==> src/core/i2c_timing_pkg.sv <==
// Register map, timing defaults and state codes of the two-wire bus timing block.
package i2c_timing_pkg;

  localparam int CLK_MHZ = 125;
  localparam int TW = 16;
  localparam int ADDR_W = 8;
  localparam int NUM_TIM = 5;
  localparam int NUM_TMR = 3;
  localparam int EV_W = 4;

  localparam logic [ADDR_W-1:0] OFS_CMD = 8'h00;
  localparam logic [ADDR_W-1:0] OFS_SRST = 8'h04;
  localparam logic [ADDR_W-1:0] OFS_STATUS = 8'h08;
  localparam logic [ADDR_W-1:0] OFS_INT_STAT = 8'h0c;
  localparam logic [ADDR_W-1:0] OFS_TIM0 = 8'h10;
  localparam logic [ADDR_W-1:0] OFS_INT_MASK = 8'h24;
  localparam logic [ADDR_W-1:0] TIM_STRIDE = 8'h04;

  // Timing words, in order from OFS_TIM0; low half and high half of each.
  localparam int TI_START = 0;
  localparam int TI_STOPIDLE = 1;
  localparam int TI_DATA = 2;
  localparam int TI_NOM = 3;
  localparam int TI_MIN = 4;
  localparam int FLD_LO = 0;
  localparam int FLD_HI = 16;

  localparam int CMD_OP_LSB = 0;
  localparam int CMD_DATA_BIT = 4;
  localparam int CMD_CHAIN_BIT = 8;
  localparam int SRST_BIT = 0;

  localparam int ST_BUSY = 0;
  localparam int ST_IDLE = 1;
  localparam int ST_READY = 2;
  localparam int ST_RXBIT = 3;
  localparam int ST_SCL = 4;
  localparam int ST_SDA = 5;

  localparam int EV_DONE = 0;
  localparam int EV_COL = 1;
  localparam int EV_ARB = 2;
  localparam int EV_IDLE = 3;

  localparam int T_EDGE = 0;
  localparam int T_NOM = 1;
  localparam int T_PH = 2;

  localparam logic [1:0] RESP_OKAY = 2'h0;
  localparam logic [1:0] RESP_SLVERR = 2'h2;

  // Standard-mode figures in nanoseconds.
  localparam int T_SU_STA_NS = 4700;
  localparam int T_HD_STA_NS = 4000;
  localparam int T_SU_STO_NS = 4000;
  localparam int T_SU_DAT_NS = 250;
  localparam int T_HD_DAT_NS = 300;
  localparam int T_HIGH_NOM_NS = 5000;
  localparam int T_LOW_NOM_NS = 5000;
  localparam int T_HIGH_MIN_NS = 4000;
  localparam int T_LOW_MIN_NS = 4700;
  localparam int T_IDLE_NS = 50000;

  localparam logic [TW-1:0] CYC_SU_STA = TW'((T_SU_STA_NS * CLK_MHZ + 999) / 1000);
  localparam logic [TW-1:0] CYC_HD_STA = TW'((T_HD_STA_NS * CLK_MHZ + 999) / 1000);
  localparam logic [TW-1:0] CYC_SU_STO = TW'((T_SU_STO_NS * CLK_MHZ + 999) / 1000);
  localparam logic [TW-1:0] CYC_SU_DAT = TW'((T_SU_DAT_NS * CLK_MHZ + 999) / 1000);
  localparam logic [TW-1:0] CYC_HD_DAT = TW'((T_HD_DAT_NS * CLK_MHZ + 999) / 1000);
  localparam logic [TW-1:0] CYC_HIGH_NOM = TW'((T_HIGH_NOM_NS * CLK_MHZ + 999) / 1000);
  localparam logic [TW-1:0] CYC_LOW_NOM = TW'((T_LOW_NOM_NS * CLK_MHZ + 999) / 1000);
  localparam logic [TW-1:0] CYC_HIGH_MIN = TW'((T_HIGH_MIN_NS * CLK_MHZ + 999) / 1000);
  localparam logic [TW-1:0] CYC_LOW_MIN = TW'((T_LOW_MIN_NS * CLK_MHZ + 999) / 1000);
  localparam logic [TW-1:0] CYC_IDLE = TW'((T_IDLE_NS * CLK_MHZ + 999) / 1000);

  typedef enum logic [1:0] {
    OP_NONE = 2'h0,
    OP_START = 2'h1,
    OP_BIT = 2'h2,
    OP_STOP = 2'h3
  } op_t;

  typedef enum logic [3:0] {
    S_POWERUP = 4'h0,
    S_WAIT_IDLE = 4'h1,
    S_IDLE = 4'h2,
    S_STA_SETUP = 4'h3,
    S_STA_HOLD = 4'h4,
    S_LOW_WAIT = 4'h5,
    S_LOW_HOLD = 4'h6,
    S_LOW_SETUP = 4'h7,
    S_RISE = 4'h8,
    S_HIGH = 4'h9,
    S_STO_SETUP = 4'ha
  } state_t;

endpackage : i2c_timing_pkg

==> src/core/i2c_bus_timing.sv <==
// Two-wire master bus timing generator with idle detect and an AXI4-Lite register slave.
//
// Decided for this implementation: the placing of the registers and the AXI4-Lite slave port.
`timescale 1ns/10ps
`default_nettype none
module i2c_bus_timing #(
  parameter logic [i2c_timing_pkg::TW-1:0] IDLE_CYC = i2c_timing_pkg::CYC_IDLE
) (
  input wire logic sys_clk,
  input wire logic reset,
  input wire logic clkEn,
  input wire logic [i2c_timing_pkg::ADDR_W-1:0] awaddr,
  input wire logic awvalid,
  output var logic awready,
  input wire logic [31:0] wdata,
  input wire logic [3:0] wstrb,
  input wire logic wvalid,
  output var logic wready,
  output var logic [1:0] bresp,
  output var logic bvalid,
  input wire logic bready,
  input wire logic [i2c_timing_pkg::ADDR_W-1:0] araddr,
  input wire logic arvalid,
  output var logic arready,
  output var logic [31:0] rdata,
  output var logic [1:0] rresp,
  output var logic rvalid,
  input wire logic rready,
  input wire logic serialClockIn,
  output var logic serialClockOut,
  output var logic serialClockOeN,
  input wire logic serialDataLineIn,
  output var logic serialDataLineOut,
  output var logic serialDataLineOeN,
  output var logic irq
);
  import i2c_timing_pkg::*;

  localparam logic [31:0] TIM_RST [NUM_TIM] = '{
    {CYC_HD_STA, CYC_SU_STA}, {IDLE_CYC, CYC_SU_STO}, {CYC_HD_DAT, CYC_SU_DAT},
    {CYC_HIGH_NOM, CYC_LOW_NOM}, {CYC_HIGH_MIN, CYC_LOW_MIN}};

  state_t stateFf, nxt_state;
  op_t opFf, nxt_op;
  logic [2:0] sclSyncFf, nxt_sclSync, sdaSyncFf, nxt_sdaSync;
  logic bitFf, nxt_bit, rxBitFf, nxt_rxBit, pendFf, nxt_pend;
  logic nxt_sclOeN, nxt_sdaOeN;
  logic [31:0] workFf [NUM_TIM];
  logic [31:0] nxt_work [NUM_TIM];
  logic [NUM_TMR-1:0] tmrClr;
  logic [TW-1:0] tmrCnt [NUM_TMR];
  logic [EV_W-1:0] evSet;

  logic [ADDR_W-1:0] awAddrFf, nxt_awAddr;
  logic awHeldFf, nxt_awHeld, wHeldFf, nxt_wHeld;
  logic [31:0] wDataFf, nxt_wData;
  logic [3:0] wStrbFf, nxt_wStrb;
  logic nxt_awready, nxt_wready, nxt_bvalid, nxt_arready, nxt_rvalid, nxt_irq;
  logic [1:0] nxt_bresp, nxt_rresp;
  logic [31:0] nxt_rdata;
  logic [31:0] timRegFf [NUM_TIM];
  logic [31:0] nxt_timReg [NUM_TIM];
  logic [EV_W-1:0] intStatFf, nxt_intStat, intMaskFf, nxt_intMask;
  logic wrFire, cmdChain, srst;
  op_t cmdOp;
  logic cmdBit;

  logic sclS, sclD, sdaS, sdaD, sclRise, sclFall, sdaRise, sdaFall;
  logic [TW-1:0] staSu, staHd, stoSu, idleCyc, datSu, datHd, hiNom, loNom, hiMin, loMin;

  assign sclS = sclSyncFf[1];
  assign sclD = sclSyncFf[2];
  assign sdaS = sdaSyncFf[1];
  assign sdaD = sdaSyncFf[2];
  assign sclRise = sclS && !sclD;
  assign sclFall = !sclS && sclD;
  assign sdaRise = sdaS && !sdaD;
  assign sdaFall = !sdaS && sdaD;

  // The machine reads only the working copy, never the software registers.
  assign staSu = workFf[TI_START][FLD_LO +: TW];
  assign staHd = workFf[TI_START][FLD_HI +: TW];
  assign stoSu = workFf[TI_STOPIDLE][FLD_LO +: TW];
  assign idleCyc = workFf[TI_STOPIDLE][FLD_HI +: TW];
  assign datSu = workFf[TI_DATA][FLD_LO +: TW];
  assign datHd = workFf[TI_DATA][FLD_HI +: TW];
  assign loNom = workFf[TI_NOM][FLD_LO +: TW];
  assign hiNom = workFf[TI_NOM][FLD_HI +: TW];
  assign loMin = workFf[TI_MIN][FLD_LO +: TW];
  assign hiMin = workFf[TI_MIN][FLD_HI +: TW];

  function automatic logic [31:0] mergeBytes(input logic [31:0] oldV, input logic [31:0] newV,
                                             input logic [3:0] strb);
    logic [31:0] res;
    res = oldV;
    for (int b = 0; b < 4; b++) begin
      if (strb[b]) begin
        res[8*b +: 8] = newV[8*b +: 8];
      end
    end
    return res;
  endfunction : mergeBytes

  for (genvar t = 0; t < NUM_TMR; t++) begin : gTmr
    i2c_timer #(.W(TW)) uTmr (
      .sys_clk(sys_clk),
      .reset(reset),
      .clkEn(clkEn),
      .clr(tmrClr[t]),
      .count(tmrCnt[t])
    );
  end

  //////////////////////////////////////////////////////////////////////////////
  // Register slave. Address and data are caught in either order; the write
  // happens one cycle after both are held.

  always_comb begin
    logic [31:0] merged;
    logic hit;
    merged = '0;
    hit = 1'b0;
    nxt_awAddr = awAddrFf;
    nxt_awHeld = awHeldFf;
    nxt_wData = wDataFf;
    nxt_wStrb = wStrbFf;
    nxt_wHeld = wHeldFf;
    nxt_bvalid = bvalid;
    nxt_bresp = bresp;
    nxt_rvalid = rvalid;
    nxt_rdata = rdata;
    nxt_rresp = rresp;
    nxt_timReg = timRegFf;
    nxt_intMask = intMaskFf;
    nxt_intStat = intStatFf;
    cmdOp = OP_NONE;
    cmdBit = 1'b0;
    cmdChain = 1'b0;
    srst = 1'b0;
    wrFire = awHeldFf && wHeldFf && !bvalid;
    if (awvalid && awready) begin
      nxt_awHeld = 1'b1;
      nxt_awAddr = awaddr;
    end
    if (wvalid && wready) begin
      nxt_wHeld = 1'b1;
      nxt_wData = wdata;
      nxt_wStrb = wstrb;
    end
    if (bvalid && bready) begin
      nxt_bvalid = 1'b0;
    end
    if (wrFire) begin
      merged = mergeBytes('0, wDataFf, wStrbFf);
      hit = 1'b1;
      nxt_awHeld = 1'b0;
      nxt_wHeld = 1'b0;
      nxt_bvalid = 1'b1;
      unique case (awAddrFf)
        OFS_CMD: begin
          cmdOp = op_t'(merged[CMD_OP_LSB +: 2]);
          cmdBit = merged[CMD_DATA_BIT];
          cmdChain = merged[CMD_CHAIN_BIT];
        end
        OFS_SRST: srst = merged[SRST_BIT];
        OFS_STATUS: hit = 1'b1;
        OFS_INT_STAT: nxt_intStat = intStatFf & ~merged[EV_W-1:0];
        OFS_INT_MASK: nxt_intMask = wStrbFf[0] ? merged[EV_W-1:0] : intMaskFf;
        default: begin
          hit = 1'b0;
          for (int i = 0; i < NUM_TIM; i++) begin
            if (awAddrFf == OFS_TIM0 + ADDR_W'(i) * TIM_STRIDE) begin
              nxt_timReg[i] = mergeBytes(timRegFf[i], wDataFf, wStrbFf);
              hit = 1'b1;
            end
          end
        end
      endcase
      nxt_bresp = hit ? RESP_OKAY : RESP_SLVERR;
    end
    // A hardware event in the same cycle as its clear still sets the bit.
    nxt_intStat = nxt_intStat | evSet;
    if (arvalid && arready) begin
      nxt_rvalid = 1'b1;
      nxt_rresp = RESP_OKAY;
      nxt_rdata = '0;
      unique case (araddr)
        OFS_CMD, OFS_SRST: nxt_rdata = '0;
        OFS_STATUS: begin
          nxt_rdata[ST_BUSY] = !(stateFf inside {S_POWERUP, S_WAIT_IDLE, S_IDLE});
          nxt_rdata[ST_IDLE] = stateFf == S_IDLE;
          nxt_rdata[ST_READY] = stateFf == S_LOW_WAIT;
          nxt_rdata[ST_RXBIT] = rxBitFf;
          nxt_rdata[ST_SCL] = sclS;
          nxt_rdata[ST_SDA] = sdaS;
        end
        OFS_INT_STAT: nxt_rdata[EV_W-1:0] = intStatFf;
        OFS_INT_MASK: nxt_rdata[EV_W-1:0] = intMaskFf;
        default: begin
          nxt_rresp = RESP_SLVERR;
          for (int i = 0; i < NUM_TIM; i++) begin
            if (araddr == OFS_TIM0 + ADDR_W'(i) * TIM_STRIDE) begin
              nxt_rdata = timRegFf[i];
              nxt_rresp = RESP_OKAY;
            end
          end
        end
      endcase
    end else if (rvalid && rready) begin
      nxt_rvalid = 1'b0;
    end
    nxt_awready = !nxt_awHeld;
    nxt_wready = !nxt_wHeld;
    nxt_arready = !nxt_rvalid;
    nxt_irq = |(nxt_intStat & nxt_intMask);
  end

  always_ff @(posedge sys_clk or posedge reset) begin
    if (reset) begin
      awAddrFf <= '0;
      awHeldFf <= 1'b0;
      wDataFf <= '0;
      wStrbFf <= '0;
      wHeldFf <= 1'b0;
      awready <= 1'b1;
      wready <= 1'b1;
      bvalid <= 1'b0;
      bresp <= RESP_OKAY;
      arready <= 1'b1;
      rvalid <= 1'b0;
      rdata <= '0;
      rresp <= RESP_OKAY;
      for (int i = 0; i < NUM_TIM; i++) begin
        timRegFf[i] <= TIM_RST[i];
      end
      intStatFf <= '0;
      intMaskFf <= '0;
      irq <= 1'b0;
    end else if (clkEn) begin
      awAddrFf <= nxt_awAddr;
      awHeldFf <= nxt_awHeld;
      wDataFf <= nxt_wData;
      wStrbFf <= nxt_wStrb;
      wHeldFf <= nxt_wHeld;
      awready <= nxt_awready;
      wready <= nxt_wready;
      bvalid <= nxt_bvalid;
      bresp <= nxt_bresp;
      arready <= nxt_arready;
      rvalid <= nxt_rvalid;
      rdata <= nxt_rdata;
      rresp <= nxt_rresp;
      timRegFf <= nxt_timReg;
      intStatFf <= nxt_intStat;
      intMaskFf <= nxt_intMask;
      irq <= nxt_irq;
    end
  end

  //////////////////////////////////////////////////////////////////////////////
  // Bus timing machine. The pins are open drain: an enable low pulls the line.
  // Every timer compare is count >= setting; a setting of zero passes at once.

  always_comb begin
    nxt_sclSync = {sclSyncFf[1:0], serialClockIn};
    nxt_sdaSync = {sdaSyncFf[1:0], serialDataLineIn};
    nxt_state = stateFf;
    nxt_op = opFf;
    nxt_bit = bitFf;
    nxt_rxBit = rxBitFf;
    nxt_pend = pendFf;
    nxt_sclOeN = serialClockOeN;
    nxt_sdaOeN = serialDataLineOeN;
    nxt_work = workFf;
    tmrClr = '0;
    evSet = '0;
    tmrClr[T_EDGE] = sclRise || sclFall;
    if (cmdChain) begin
      nxt_work = timRegFf;
    end
    if (cmdOp == OP_START && stateFf inside {S_POWERUP, S_WAIT_IDLE, S_IDLE}) begin
      nxt_pend = 1'b1;
    end
    unique case (stateFf)
      S_POWERUP: begin
        if (!sclS) begin
          nxt_state = S_WAIT_IDLE;
          tmrClr[T_PH] = 1'b1;
        end else if (tmrCnt[T_PH] >= idleCyc) begin
          nxt_state = S_IDLE;
          evSet[EV_IDLE] = 1'b1;
        end
      end
      S_WAIT_IDLE: begin
        if (!(sclS && sdaS)) begin
          tmrClr[T_PH] = 1'b1;
        end else if (sdaRise) begin
          nxt_state = S_IDLE;
          evSet[EV_IDLE] = 1'b1;
        end else if (tmrCnt[T_PH] >= idleCyc) begin
          nxt_state = S_IDLE;
          evSet[EV_IDLE] = 1'b1;
        end
      end
      S_IDLE: begin
        if (sclS && sdaFall) begin
          nxt_state = S_WAIT_IDLE;
          tmrClr[T_PH] = 1'b1;
        end else if (pendFf || cmdOp == OP_START) begin
          nxt_pend = 1'b0;
          nxt_work = timRegFf;
          nxt_state = S_STA_SETUP;
          tmrClr[T_PH] = 1'b1;
        end
      end
      S_STA_SETUP: begin
        if (!sclS || !sdaS) begin
          evSet[EV_COL] = 1'b1;
          nxt_state = S_WAIT_IDLE;
          tmrClr[T_PH] = 1'b1;
        end else if (tmrCnt[T_PH] >= staSu) begin
          nxt_sdaOeN = 1'b0;
          nxt_state = S_STA_HOLD;
          tmrClr[T_PH] = 1'b1;
        end
      end
      S_STA_HOLD: begin
        if (!sclS) begin
          evSet[EV_COL] = 1'b1;
          nxt_sdaOeN = 1'b1;
          nxt_state = S_WAIT_IDLE;
          tmrClr[T_PH] = 1'b1;
        end else if (sdaS) begin
          tmrClr[T_PH] = 1'b1;
        end else if (tmrCnt[T_PH] >= staHd) begin
          nxt_sclOeN = 1'b0;
          tmrClr[T_NOM] = 1'b1;
          nxt_state = S_LOW_WAIT;
          evSet[EV_DONE] = 1'b1;
        end
      end
      S_LOW_WAIT: begin
        if (cmdOp != OP_NONE) begin
          nxt_op = cmdOp;
          nxt_bit = cmdBit;
          nxt_state = S_LOW_HOLD;
        end
      end
      S_LOW_HOLD: begin
        // A foreign pull on the data line here is not an error.
        if (tmrCnt[T_EDGE] >= datHd) begin
          nxt_sdaOeN = (opFf == OP_STOP) ? 1'b0 : (opFf == OP_START) ? 1'b1 : bitFf;
          nxt_state = S_LOW_SETUP;
          tmrClr[T_PH] = 1'b1;
        end
      end
      S_LOW_SETUP: begin
        // The data line is not read back here, so a foreign pull on it goes unseen;
        // it shows up later as a lost bit or collision.
        if (tmrCnt[T_PH] >= datSu && tmrCnt[T_EDGE] >= loMin && tmrCnt[T_NOM] >= loNom) begin
          nxt_sclOeN = 1'b1;
          tmrClr[T_NOM] = 1'b1;
          nxt_state = S_RISE;
        end
      end
      S_RISE: begin
        if (sclS) begin
          nxt_rxBit = sdaS;
          tmrClr[T_PH] = 1'b1;
          unique case (opFf)
            OP_STOP: nxt_state = S_STO_SETUP;
            OP_START: nxt_state = S_STA_SETUP;
            default: nxt_state = S_HIGH;
          endcase
        end
      end
      S_HIGH: begin
        if (sclFall) begin
          nxt_sclOeN = 1'b0;
          tmrClr[T_NOM] = 1'b1;
          nxt_state = S_LOW_WAIT;
          evSet[EV_DONE] = 1'b1;
        end else if (bitFf && !sdaS) begin
          evSet[EV_ARB] = 1'b1;
          nxt_sdaOeN = 1'b1;
          nxt_state = S_WAIT_IDLE;
          tmrClr[T_PH] = 1'b1;
        end else if (tmrCnt[T_EDGE] >= hiMin && tmrCnt[T_NOM] >= hiNom) begin
          nxt_sclOeN = 1'b0;
          tmrClr[T_NOM] = 1'b1;
          nxt_rxBit = sdaS;
          nxt_state = S_LOW_WAIT;
          evSet[EV_DONE] = 1'b1;
        end
      end
      S_STO_SETUP: begin
        if (!sclS) begin
          evSet[EV_COL] = 1'b1;
          nxt_sdaOeN = 1'b1;
          nxt_state = S_WAIT_IDLE;
          tmrClr[T_PH] = 1'b1;
        end else if (tmrCnt[T_EDGE] >= stoSu) begin
          nxt_sdaOeN = 1'b1;
          nxt_state = S_IDLE;
          evSet[EV_DONE] = 1'b1;
        end
      end
      default: nxt_state = S_POWERUP;
    endcase
    if (srst) begin
      nxt_state = S_POWERUP;
      nxt_work = timRegFf;
      nxt_sclOeN = 1'b1;
      nxt_sdaOeN = 1'b1;
      nxt_pend = 1'b0;
      tmrClr[T_PH] = 1'b1;
    end
  end

  always_ff @(posedge sys_clk or posedge reset) begin
    if (reset) begin
      stateFf <= S_POWERUP;
      opFf <= OP_NONE;
      bitFf <= 1'b1;
      rxBitFf <= 1'b0;
      pendFf <= 1'b0;
      sclSyncFf <= 3'h7;
      sdaSyncFf <= 3'h7;
      serialClockOeN <= 1'b1;
      serialDataLineOeN <= 1'b1;
      serialClockOut <= 1'b0;
      serialDataLineOut <= 1'b0;
      for (int i = 0; i < NUM_TIM; i++) begin
        workFf[i] <= TIM_RST[i];
      end
    end else if (clkEn) begin
      stateFf <= nxt_state;
      opFf <= nxt_op;
      bitFf <= nxt_bit;
      rxBitFf <= nxt_rxBit;
      pendFf <= nxt_pend;
      sclSyncFf <= nxt_sclSync;
      sdaSyncFf <= nxt_sdaSync;
      serialClockOeN <= nxt_sclOeN;
      serialDataLineOeN <= nxt_sdaOeN;
      serialClockOut <= 1'b0;
      serialDataLineOut <= 1'b0;
      workFf <= nxt_work;
    end
  end

endmodule : i2c_bus_timing
`default_nettype wire

==> src/core/i2c_timer.sv <==
// Free-running saturating cycle counter used for every bus timing interval.
`timescale 1ns/10ps
`default_nettype none
module i2c_timer #(
  parameter int W = 16
) (
  input wire logic sys_clk,
  input wire logic reset,
  input wire logic clkEn,
  input wire logic clr,
  output var logic [W-1:0] count
);

  logic [W-1:0] nxt_count;

  always_comb begin
    nxt_count = count;
    if (clr) begin
      nxt_count = '0;
    end else if (count != '1) begin
      nxt_count = count + 1'b1;
    end
  end

  always_ff @(posedge sys_clk or posedge reset) begin
    if (reset) begin
      count <= '0;
    end else if (clkEn) begin
      count <= nxt_count;
    end
  end

endmodule : i2c_timer
`default_nettype wire

==> config.mk <==
export PLATFORM = sky130hd
export DESIGN_NAME = i2c_bus_timing
export DESIGN_NICKNAME = d
export VERILOG_FILES = /design/src/core/i2c_timing_pkg.sv /design/src/core/i2c_bus_timing.sv /design/src/core/i2c_timer.sv
export SDC_FILE = /design/constraint.sdc
export NUM_CORES = 1
export LEC_CHECK = 0
export ABC_CLOCK_PERIOD_IN_PS = 27600
export BUFFER_PORTS_ARGS = -buffer_cell sky130_fd_sc_hd__clkbuf_2
export CAP_MARGIN = 15
export CORE_UTILIZATION = 30
export DETAILED_ROUTE_END_ITERATION = 10
export GPL_ROUTABILITY_DRIVEN = 0
export PLACE_DENSITY = 0.52
export REMOVE_ABC_BUFFERS = 1
export SYNTH_ARGS = -nofsm -noshare
export SYNTH_HDL_FRONTEND = slang
export SYNTH_SLANG_ARGS = --single-unit
export TNS_END_PERCENT = 30
==> constraint.sdc <==
create_clock -name sys_clk -period 27.6 [get_ports sys_clk]
set_input_delay 1.38 -clock sys_clk [delete_from_list [all_inputs] [get_ports sys_clk]]
set_output_delay 1.38 -clock sys_clk [all_outputs]
set_load 0.02 [all_outputs]
==> key figures, run 1 <==
Cells and area
  • Finished Layout Cells: 3386
  • Layout Nets: 2500
  • Area grow syn2layout: 14.0%
  • # diodes: 0
  • Share of cells above drive strength 1: 31.2%
  • Number of fill cells in the layout: 8166

Yosys
  • Synth Area in XOR/XNOR: 0.732%
  • Synth top area share: 37.4%
  • Cell taking the most area after synthesis: dfrtp_1
  • Count leader, synth: dfrtp_1
  • Yosys warning count: 0
  • Post-synthesis simple-gate area fraction: 8.82%
  • Synth cell count leaders: dfrtp_1, mux2_2, inv_1, nand2_1, ha_1
  • Register area share after synthesis: 48.3%
  • Synthesized netlist cell count: 2168
  • Avg Inst Size Synth: 11.6 µm²
  • Compound-Gate Fraction of Synth Area: 10.5%
  • Synth Cell Area: 25100 µm²
  • Synth Flop Type: dfrtp_1
  • Yosys cell types: 87
  • Area contributors post-synth: dfrtp_1, mux2_2, dfstp_2
  • Post-Synth Adder-Cell Area: 8.17%
  • Asr flop ratio synth: 100%
  • Synth Register Bits: 479
  • Main combinational cell family by area after synthesis: multiplexers
  • Multiplexer share of the synthesized area: 19.3%
  • Post-synth EDFFs: 0

Drt
  • DRT Pass-1 Iters: 9
  • 1st-iter DRT viols: 1265
  • DRC viols: 0
  • Drt wl/cell: 20.8 µm
  • Detail Route Antenna Nets: 0
  • Via density: 5.10
  • Total wire length: 70600 µm
  • Via count: 17272

Placement
  • Hpwl dp: 50000 µm
  • IO Port Bufs: 103
  • Placed insts: 3287

STA
  • Worst-margin pin slew: 1220 ps
  • Slew headroom: 17.6%
  • Setup Skew: 21.0 ps
  • Unrepaired setup endpoints after global routing: false
  • Final-report setup violation count: 0
  • Slew Viols, Final: 0
  • Min Clock Period, post-route: 4110 ps
  • Achievable frequency: 243 MHz
  • Setup TNS: 0 ps
  • Fin. Hold Viols: 0
  • Fin crit share: 14.9%

Critical path
  • Worst R2R End: gTmr[1].uTmr.count[4]$_DFFE_PP0P_
  • Crit path cell chain: ha_1 > o21a_1 > o211ai_1 > a2111o_1 > o21ai_0 > a32o_1 > a31o_2 > o21bai_1 > and2_1 > nor2_1
  • Critical Path End: gTmr[1].uTmr.count[4]$_DFFE_PP0P_
  • Critical R2R Launch: gTmr[2].uTmr.count[5]$_DFFE_PP0P_
  • Crit-path max cell delay: 940 ps
  • Critical path type: flop to flop
  • Worst EP required: 28060 ps
  • R2R cell count: 10
  • CP arrival: 4570 ps
  • Worst R2R Setup Slack: 23490 ps
  • CP startpoint: gTmr[2].uTmr.count[5]$_DFFE_PP0P_
  • Critical path capture point type: flop
  • Crit Path Max Fanout: 10
  • Slowest-stage cell, CP: o21ai_0
  • CP startpoint kind: flop

Global route
  • GRT Overall Usage: 16.7%
  • First-pass GRT wire length: 110000 µm
  • Vias in the first global route: 17847
  • Initial antenna violation count: 0
  • GR Overflow Total: 0
  • Largest net degree at the start of global routing: 142

Status
  • Outcome: completed

CTS
  • Worst-Skew Late Latency: 610 ps
  • CTS tree: done
  • Root buffer cell: clkbuf_16
  • H-tree depth: 2
  • CTS Buf Count: 54
  • CTS max path bufs: 3
  • Hold Buf Count CTS: 0
  • Postcts setup bufs: 0
  • CTS clk-pin slew, worst paths: 60 ps
  • CTS sink cnt: 479
  • Post-CTS Resized: 0

Hold path
  • Worst hold path class: flop to flop
  • Hold_sp: serialClockOeN$_DFFE_PP1P_

Die
  • Starting Density: 30.4%
  • Core area: 82500 µm²
  • Die area: 84900 µm²
  • Cell row count: 105
  • Die X: 291 µm
  • Die height: 291 µm
  • # IOs: 108

Job
  • Max Cap Viol: 0

Power
  • VDD IR-drop max: 0.0402 mV
  • PD cells: 69.6 nW/µm²
  • Leak: 13.3 nW
-- layout make-up --
class / instances / area (µm²) / area share (%)
Tap cell: 1070 / 1340 / 4.68
Multi-Input combinational cell: 1442 / 12000 / 41.8
Inverter: 174 / 661 / 2.31
Timing Repair Buffer: 123 / 702 / 2.45
Clock buffer: 79 / 1590 / 5.54
Clock inverter: 19 / 244 / 0.853
Sequential cell: 479 / 12100 / 42.3
-- cells by family after synthesis --
logic type      after synthesis
flops                       479
xor+xnor                     21
mux                         393
compound gates              404
buf+inv                     250
fa+ha+maj                   164
simple gates                456
other cells                   1
-- cells in the final DEF (no fill, tap or decap), types with 22 or more instances in the layout --
cell and count:
mux2_2 282, nor2_1 86, nand3_1 47, dfstp_2 104, a22oi_1 56, a21oi_1 112
o21ai_0 87, nand4_1 22, ha_1 164, clkbuf_2 103, dfrtp_1 375, inv_1 172
nand2_1 172, clkbuf_16 55, mux2_4 100
-- state kept, by name, indices dropped and copies added, names as in the netlist, 2 cells and up --
register,cells
datSu,16
idleCyc,16
staSu,16
opFf,2
loMin,16
sdaSyncFf,3
staHd,16
sclSyncFf,3
wDataFf,32
hiMin,16
hiNom,16
loNom,16
rdata,32
gTmr.uTmr.count,48
stateFf,4
awAddrFf,8
wStrbFf,4
stoSu,16
timRegFf,160
intStatFf,4
datHd,16
intMaskFf,4
-- how the worst min path moves through the flow --
stage,to,slack [ps],cells after the start
3_3_place_gp,serialClockOeN$_DFFE_PP1P_,470,2
5_1_grt,serialClockOeN$_DFFE_PP1P_,510,2
6_report,serialClockOeN$_DFFE_PP1P_,480,2
3_5_place_dp,rdata[11]$_DFFE_PP0P_,470,2
4_1_cts,serialClockOeN$_DFFE_PP1P_,480,2
2_1_floorplan,sclSyncFf[1]$_DFFE_PP1P_,470,2
-- metrics by stage --
step	total power [mW]	setup slack (ps)	util [%]	cell area (µm²)	hold slack (ps)
after detailed placement	1.27	23380	32.5	26800	473
after floorplan	1.10	13030	-	24700	466
after global placement	1.25	23470	32.4	26800	474
after global routing	2.09	23420	34.7	28600	506
after CTS	2.02	23510	34.7	28600	484
final	1.99	23490	34.7	28600	479
-- worst max-delay path, delay by kind of cell (launching register included) --
kind / cells / cell delay (ps)
fa+ha+maj: 1 / 390
flops: 1 / 550
compound gates: 7 / 2420
simple gates: 2 / 590
-- layer usage --
| layer | vias to the layer above | routed length (µm) | track usage, % |
|---|---|---|---|
| li1 | 8000 | - | - |
| met1 | 8777 | 32200 | 22.8 |
| met2 | 399 | 33800 | 27.7 |
| met3 | 96 | 2760 | 1.75 |
| met4 | 0 | 1840 | 5.38 |
| met5 | - | 0 | 0 |
-- power by group --
group / internal [mW] / switching (mW) / leakage (nW)
clock network: 0.444 / 0.297 / 0.886
registers: 0.778 / 0.123 / 6.17
logic: 0.148 / 0.203 / 6.20
total: 1.37 / 0.623 / 13.3
Power figures use the tool's default switching activity.
==> inputs of run 2 (changes only) <==
--- a/config.mk
+++ b/config.mk
@@ -5,7 +5,8 @@
 export SDC_FILE = /design/constraint.sdc
 export NUM_CORES = 1
 export LEC_CHECK = 0
-export ABC_CLOCK_PERIOD_IN_PS = 27600
+export ABC_AREA = 1
+export ABC_CLOCK_PERIOD_IN_PS = 3850
 export BUFFER_PORTS_ARGS = -buffer_cell sky130_fd_sc_hd__clkbuf_2
 export CAP_MARGIN = 15
 export CORE_UTILIZATION = 30
==> constraint.sdc (replaced) <==
create_clock -name sys_clk -period 3.85 [get_ports sys_clk]
set_input_delay 0.1925 -clock sys_clk [delete_from_list [all_inputs] [get_ports sys_clk]]
set_output_delay 0.1925 -clock sys_clk [all_outputs]
set_load 0.02 [all_outputs]
==> key figures, run 2 <==
Critical path
  • Crit path cell chain: ha_1 > nand2_1 > inv_1 > nand3_1 > nor2_1 > nor2_1 > nand2_1 > nand2_1 > nand2_1 > nand3_1 > nand2_1 > nand2_1 > nand4_1 > nand2_1 > nand2_1 > nand2_1
  • Crit-path max cell delay: 550 ps
  • CP startpoint kind: flop
  • Worst EP required: 4340 ps
  • Critical path capture point type: flop
  • Crit Path Max Fanout: 16
  • CP dominant cell by count: nand2_1
  • Critical path type: flop to flop
  • R2R cell count: 16
  • Worst R2R End: gTmr[1].uTmr.count[3]$_DFFE_PP0P_
  • Worst R2R Setup Slack: 1010 ps
  • Critical Path End: gTmr[1].uTmr.count[3]$_DFFE_PP0P_
  • Slowest-stage cell, CP: dfrtp_1
  • CP startpoint: gTmr[0].uTmr.count[3]$_DFFE_PP0P_
  • Critical R2R Launch: gTmr[0].uTmr.count[3]$_DFFE_PP0P_
  • CP arrival: 3330 ps

CTS
  • CTS clk-pin slew, worst paths: 60 ps
  • CTS sink cnt: 479
  • CTS tree: done
  • Postcts setup bufs: 0
  • Post-CTS Resized: 0
  • Worst-Skew Late Latency: 620 ps
  • CTS Buf Count: 53
  • H-tree depth: 2
  • Root buffer cell: clkbuf_16
  • CTS max path bufs: 3

Cells and area
  • # diodes: 0
  • FF/Latch Area: 12100 µm²
  • Share of cells above drive strength 1: 14.6%
  • Number of fill cells in the layout: 8734
  • Commonest cells after routing, fill and taps aside: nand2_1, inv_1, dfrtp_1
  • Util after Layout: 35.3%
  • Design area: 29700 µm²
  • Layout Nets: 3406
  • Area grow syn2layout: 16.3%
  • Largest Register: timRegFf
  • Max FFs per register: 160
  • Multi-input gate area: 11100 µm²
  • Biggest registers after layout: timRegFf x160, gTmr.uTmr.count x48
  • Leading cell type in the layout, fill and taps excluded: nand2_1

Drt
  • Detail Route Antenna Nets: 0
  • Wl on met1: 36700 µm
  • 1st-iter DRT viols: 1444
  • DRC viols: 0
  • WL met2: 36800 µm
  • Met3 routed WL: 3180 µm
  • DRT Pass-1 Iters: 5
  • Top sig layer: met4
  • Via count: 20558
  • Drt wl/cell: 18.1 µm
  • Via density: 4.72
  • Total wire length: 78800 µm

Power
  • P_int: 9.60 mW
  • P_sw: 4.56 mW
  • Leak: 13.7 nW
  • Share of total power in combinational logic: 20.1%
  • Switching Share: 32.2%
  • PD cells: 477 nW/µm²
  • Sequential fraction of design power: 42.6%
  • Clock share of power: 37.2%
  • VDD IR-drop max: 0.290 mV

Job
  • Max Cap Viol: 0

Die
  • Die height: 294 µm
  • Die X: 294 µm
  • Cell row count: 106
  • Core area: 84000 µm²
  • Die area: 86200 µm²
  • Starting Density: 30.4%
  • # IOs: 108

Global route
  • GR Overflow Total: 0
  • GRT Overall Usage: 18.5%
  • First-pass GRT wire length: 122000 µm
  • Initial antenna violation count: 1
  • Largest net degree at the start of global routing: 104
  • Vias in the first global route: 19857

Yosys
  • Yosys warning count: 0
  • Synth Flop Type: dfrtp_1
  • Synth cell count leaders: nand2_1, inv_1, dfrtp_1
  • Synth Register Bits: 479
  • Yosys cell types: 56
  • Count leader, synth: nand2_1
  • Cell taking the most area after synthesis: dfrtp_1
  • Register area share after synthesis: 47.5%
  • Avg Inst Size Synth: 8.45 µm²
  • Asr flop ratio synth: 100%
  • Synth Cell Area: 25500 µm²
  • Synthesized netlist cell count: 3020
  • Synth top area share: 36.8%
  • Area contributors post-synth: dfrtp_1, dfstp_2, nand2_1
  • Post-synth EDFFs: 0

STA
  • Setup TNS: 0 ps
  • Setup Skew: 35.6 ps
  • Unrepaired setup endpoints after global routing: false
  • Achievable frequency: 352 MHz
  • Min Hold Slack: 81.7 ps
  • Fin. Hold Viols: 0
  • Min Clock Period, post-route: 2840 ps
  • Fin crit share: 73.9%
  • Final-report setup violation count: 0
  • Slew Viols, Final: 0
  • Slew headroom: 26.7%
  • Worst-margin pin slew: 1100 ps

Placement
  • Hpwl dp: 56900 µm
  • DP Area: 27300 µm²
  • IO Port Bufs: 103

Hold path
  • Worst hold path class: input pin to flop

Status
  • Outcome: completed
run 2: cell count changes after synthesis, sizes merged, moves of 55 or more:
| cell | change |
|---|---|
| nor2 | +108 |
| mux2 | -380 |
| inv | +276 |
| nand2 | +554 |
| o21ai | +348 |
| a22oi | -55 |
run 2: cell type report:
class                           instances  share of cell area (%)
Clock buffer                           80                    5.15
Clock inverter                         19                   0.881
Inverter                              451                    5.73
Multi-Input combinational cell       1993                    37.5
Sequential cell                       479                    40.8
Tap cell                             1134                    4.78
Timing Repair Buffer                  202                    5.10
run 2: how the worst min path moves through the flow:
stage | startpoint | cells past startpoint | slack, ps | endpoint
after CTS | clkEn | 3 | 50 | awready$_DFFE_PP1P_
after detailed placement | reset | 2 | 390 | timRegFf[88]$_DFFE_PP0P_
after floorplan | clkEn | 1 | 270 | sdaSyncFf[2]$_DFFE_PP1P_
after global placement | reset | 2 | 380 | timRegFf[88]$_DFFE_PP0P_
after global routing | clkEn | 2 | 90 | wready$_DFFE_PP1P_
final | clkEn | 3 | 80 | awready$_DFFE_PP1P_
run 2: layer usage:
metal / global-route usage (%) / vias to the layer above
met5: 0 / -
met4: 5.28 / 0
met1: 25.7 / 9832
met3: 2.14 / 114
met2: 30.2 / 433
li1: - / 10179
run 2: timing repair:
item	CTS	global route
endpoints found under the hold margin	132	0
hold buffers	62	0
endpoints found under the setup margin	0	0
run 2: worst max-delay path: cells and delay by family (launching register included):
family | cells | cell delay (ps)
AND/OR/NAND/NOR | 14 | 1710
adder cells (fa/ha/maj) | 1 | 390
flip-flops | 1 | 550
buffers and inverters | 1 | 60
run 2: cell families after synthesis:
kind of cell	after synthesis	synth area share (%)
other	1	0.0147
xor gates and xnor gates	24	0.824
and+or+nand+nor	1094	18.9
adders and majority gates	164	8.04
buffers and inverters	551	8.94
DFF	479	47.5
AOI/OAI and AO/OA	705	15.7
muxes	2	0.0883
run 2: power groups by stage:
stage | registers (mW) | logic [mW] | clock network (mW)
floorplan | 6.07 | 1.82 | 0
global placement | 6.11 | 2.79 | 0
detailed placement | 6.11 | 2.80 | 0
CTS | 6.03 | 2.88 | 5.41
global route | 6.10 | 3.26 | 5.60
finish | 6.04 | 2.85 | 5.27
run 2: through the flow:
step	worst slack (ps)	total power [mW]	instances
6_report	1010	14.2	4358
3_5_place_dp	939	8.91	4197
2_1_floorplan	-9530	7.89	2923
4_1_cts	942	14.3	4358
5_1_grt	678	15.0	4358
3_3_place_gp	991	8.90	4197
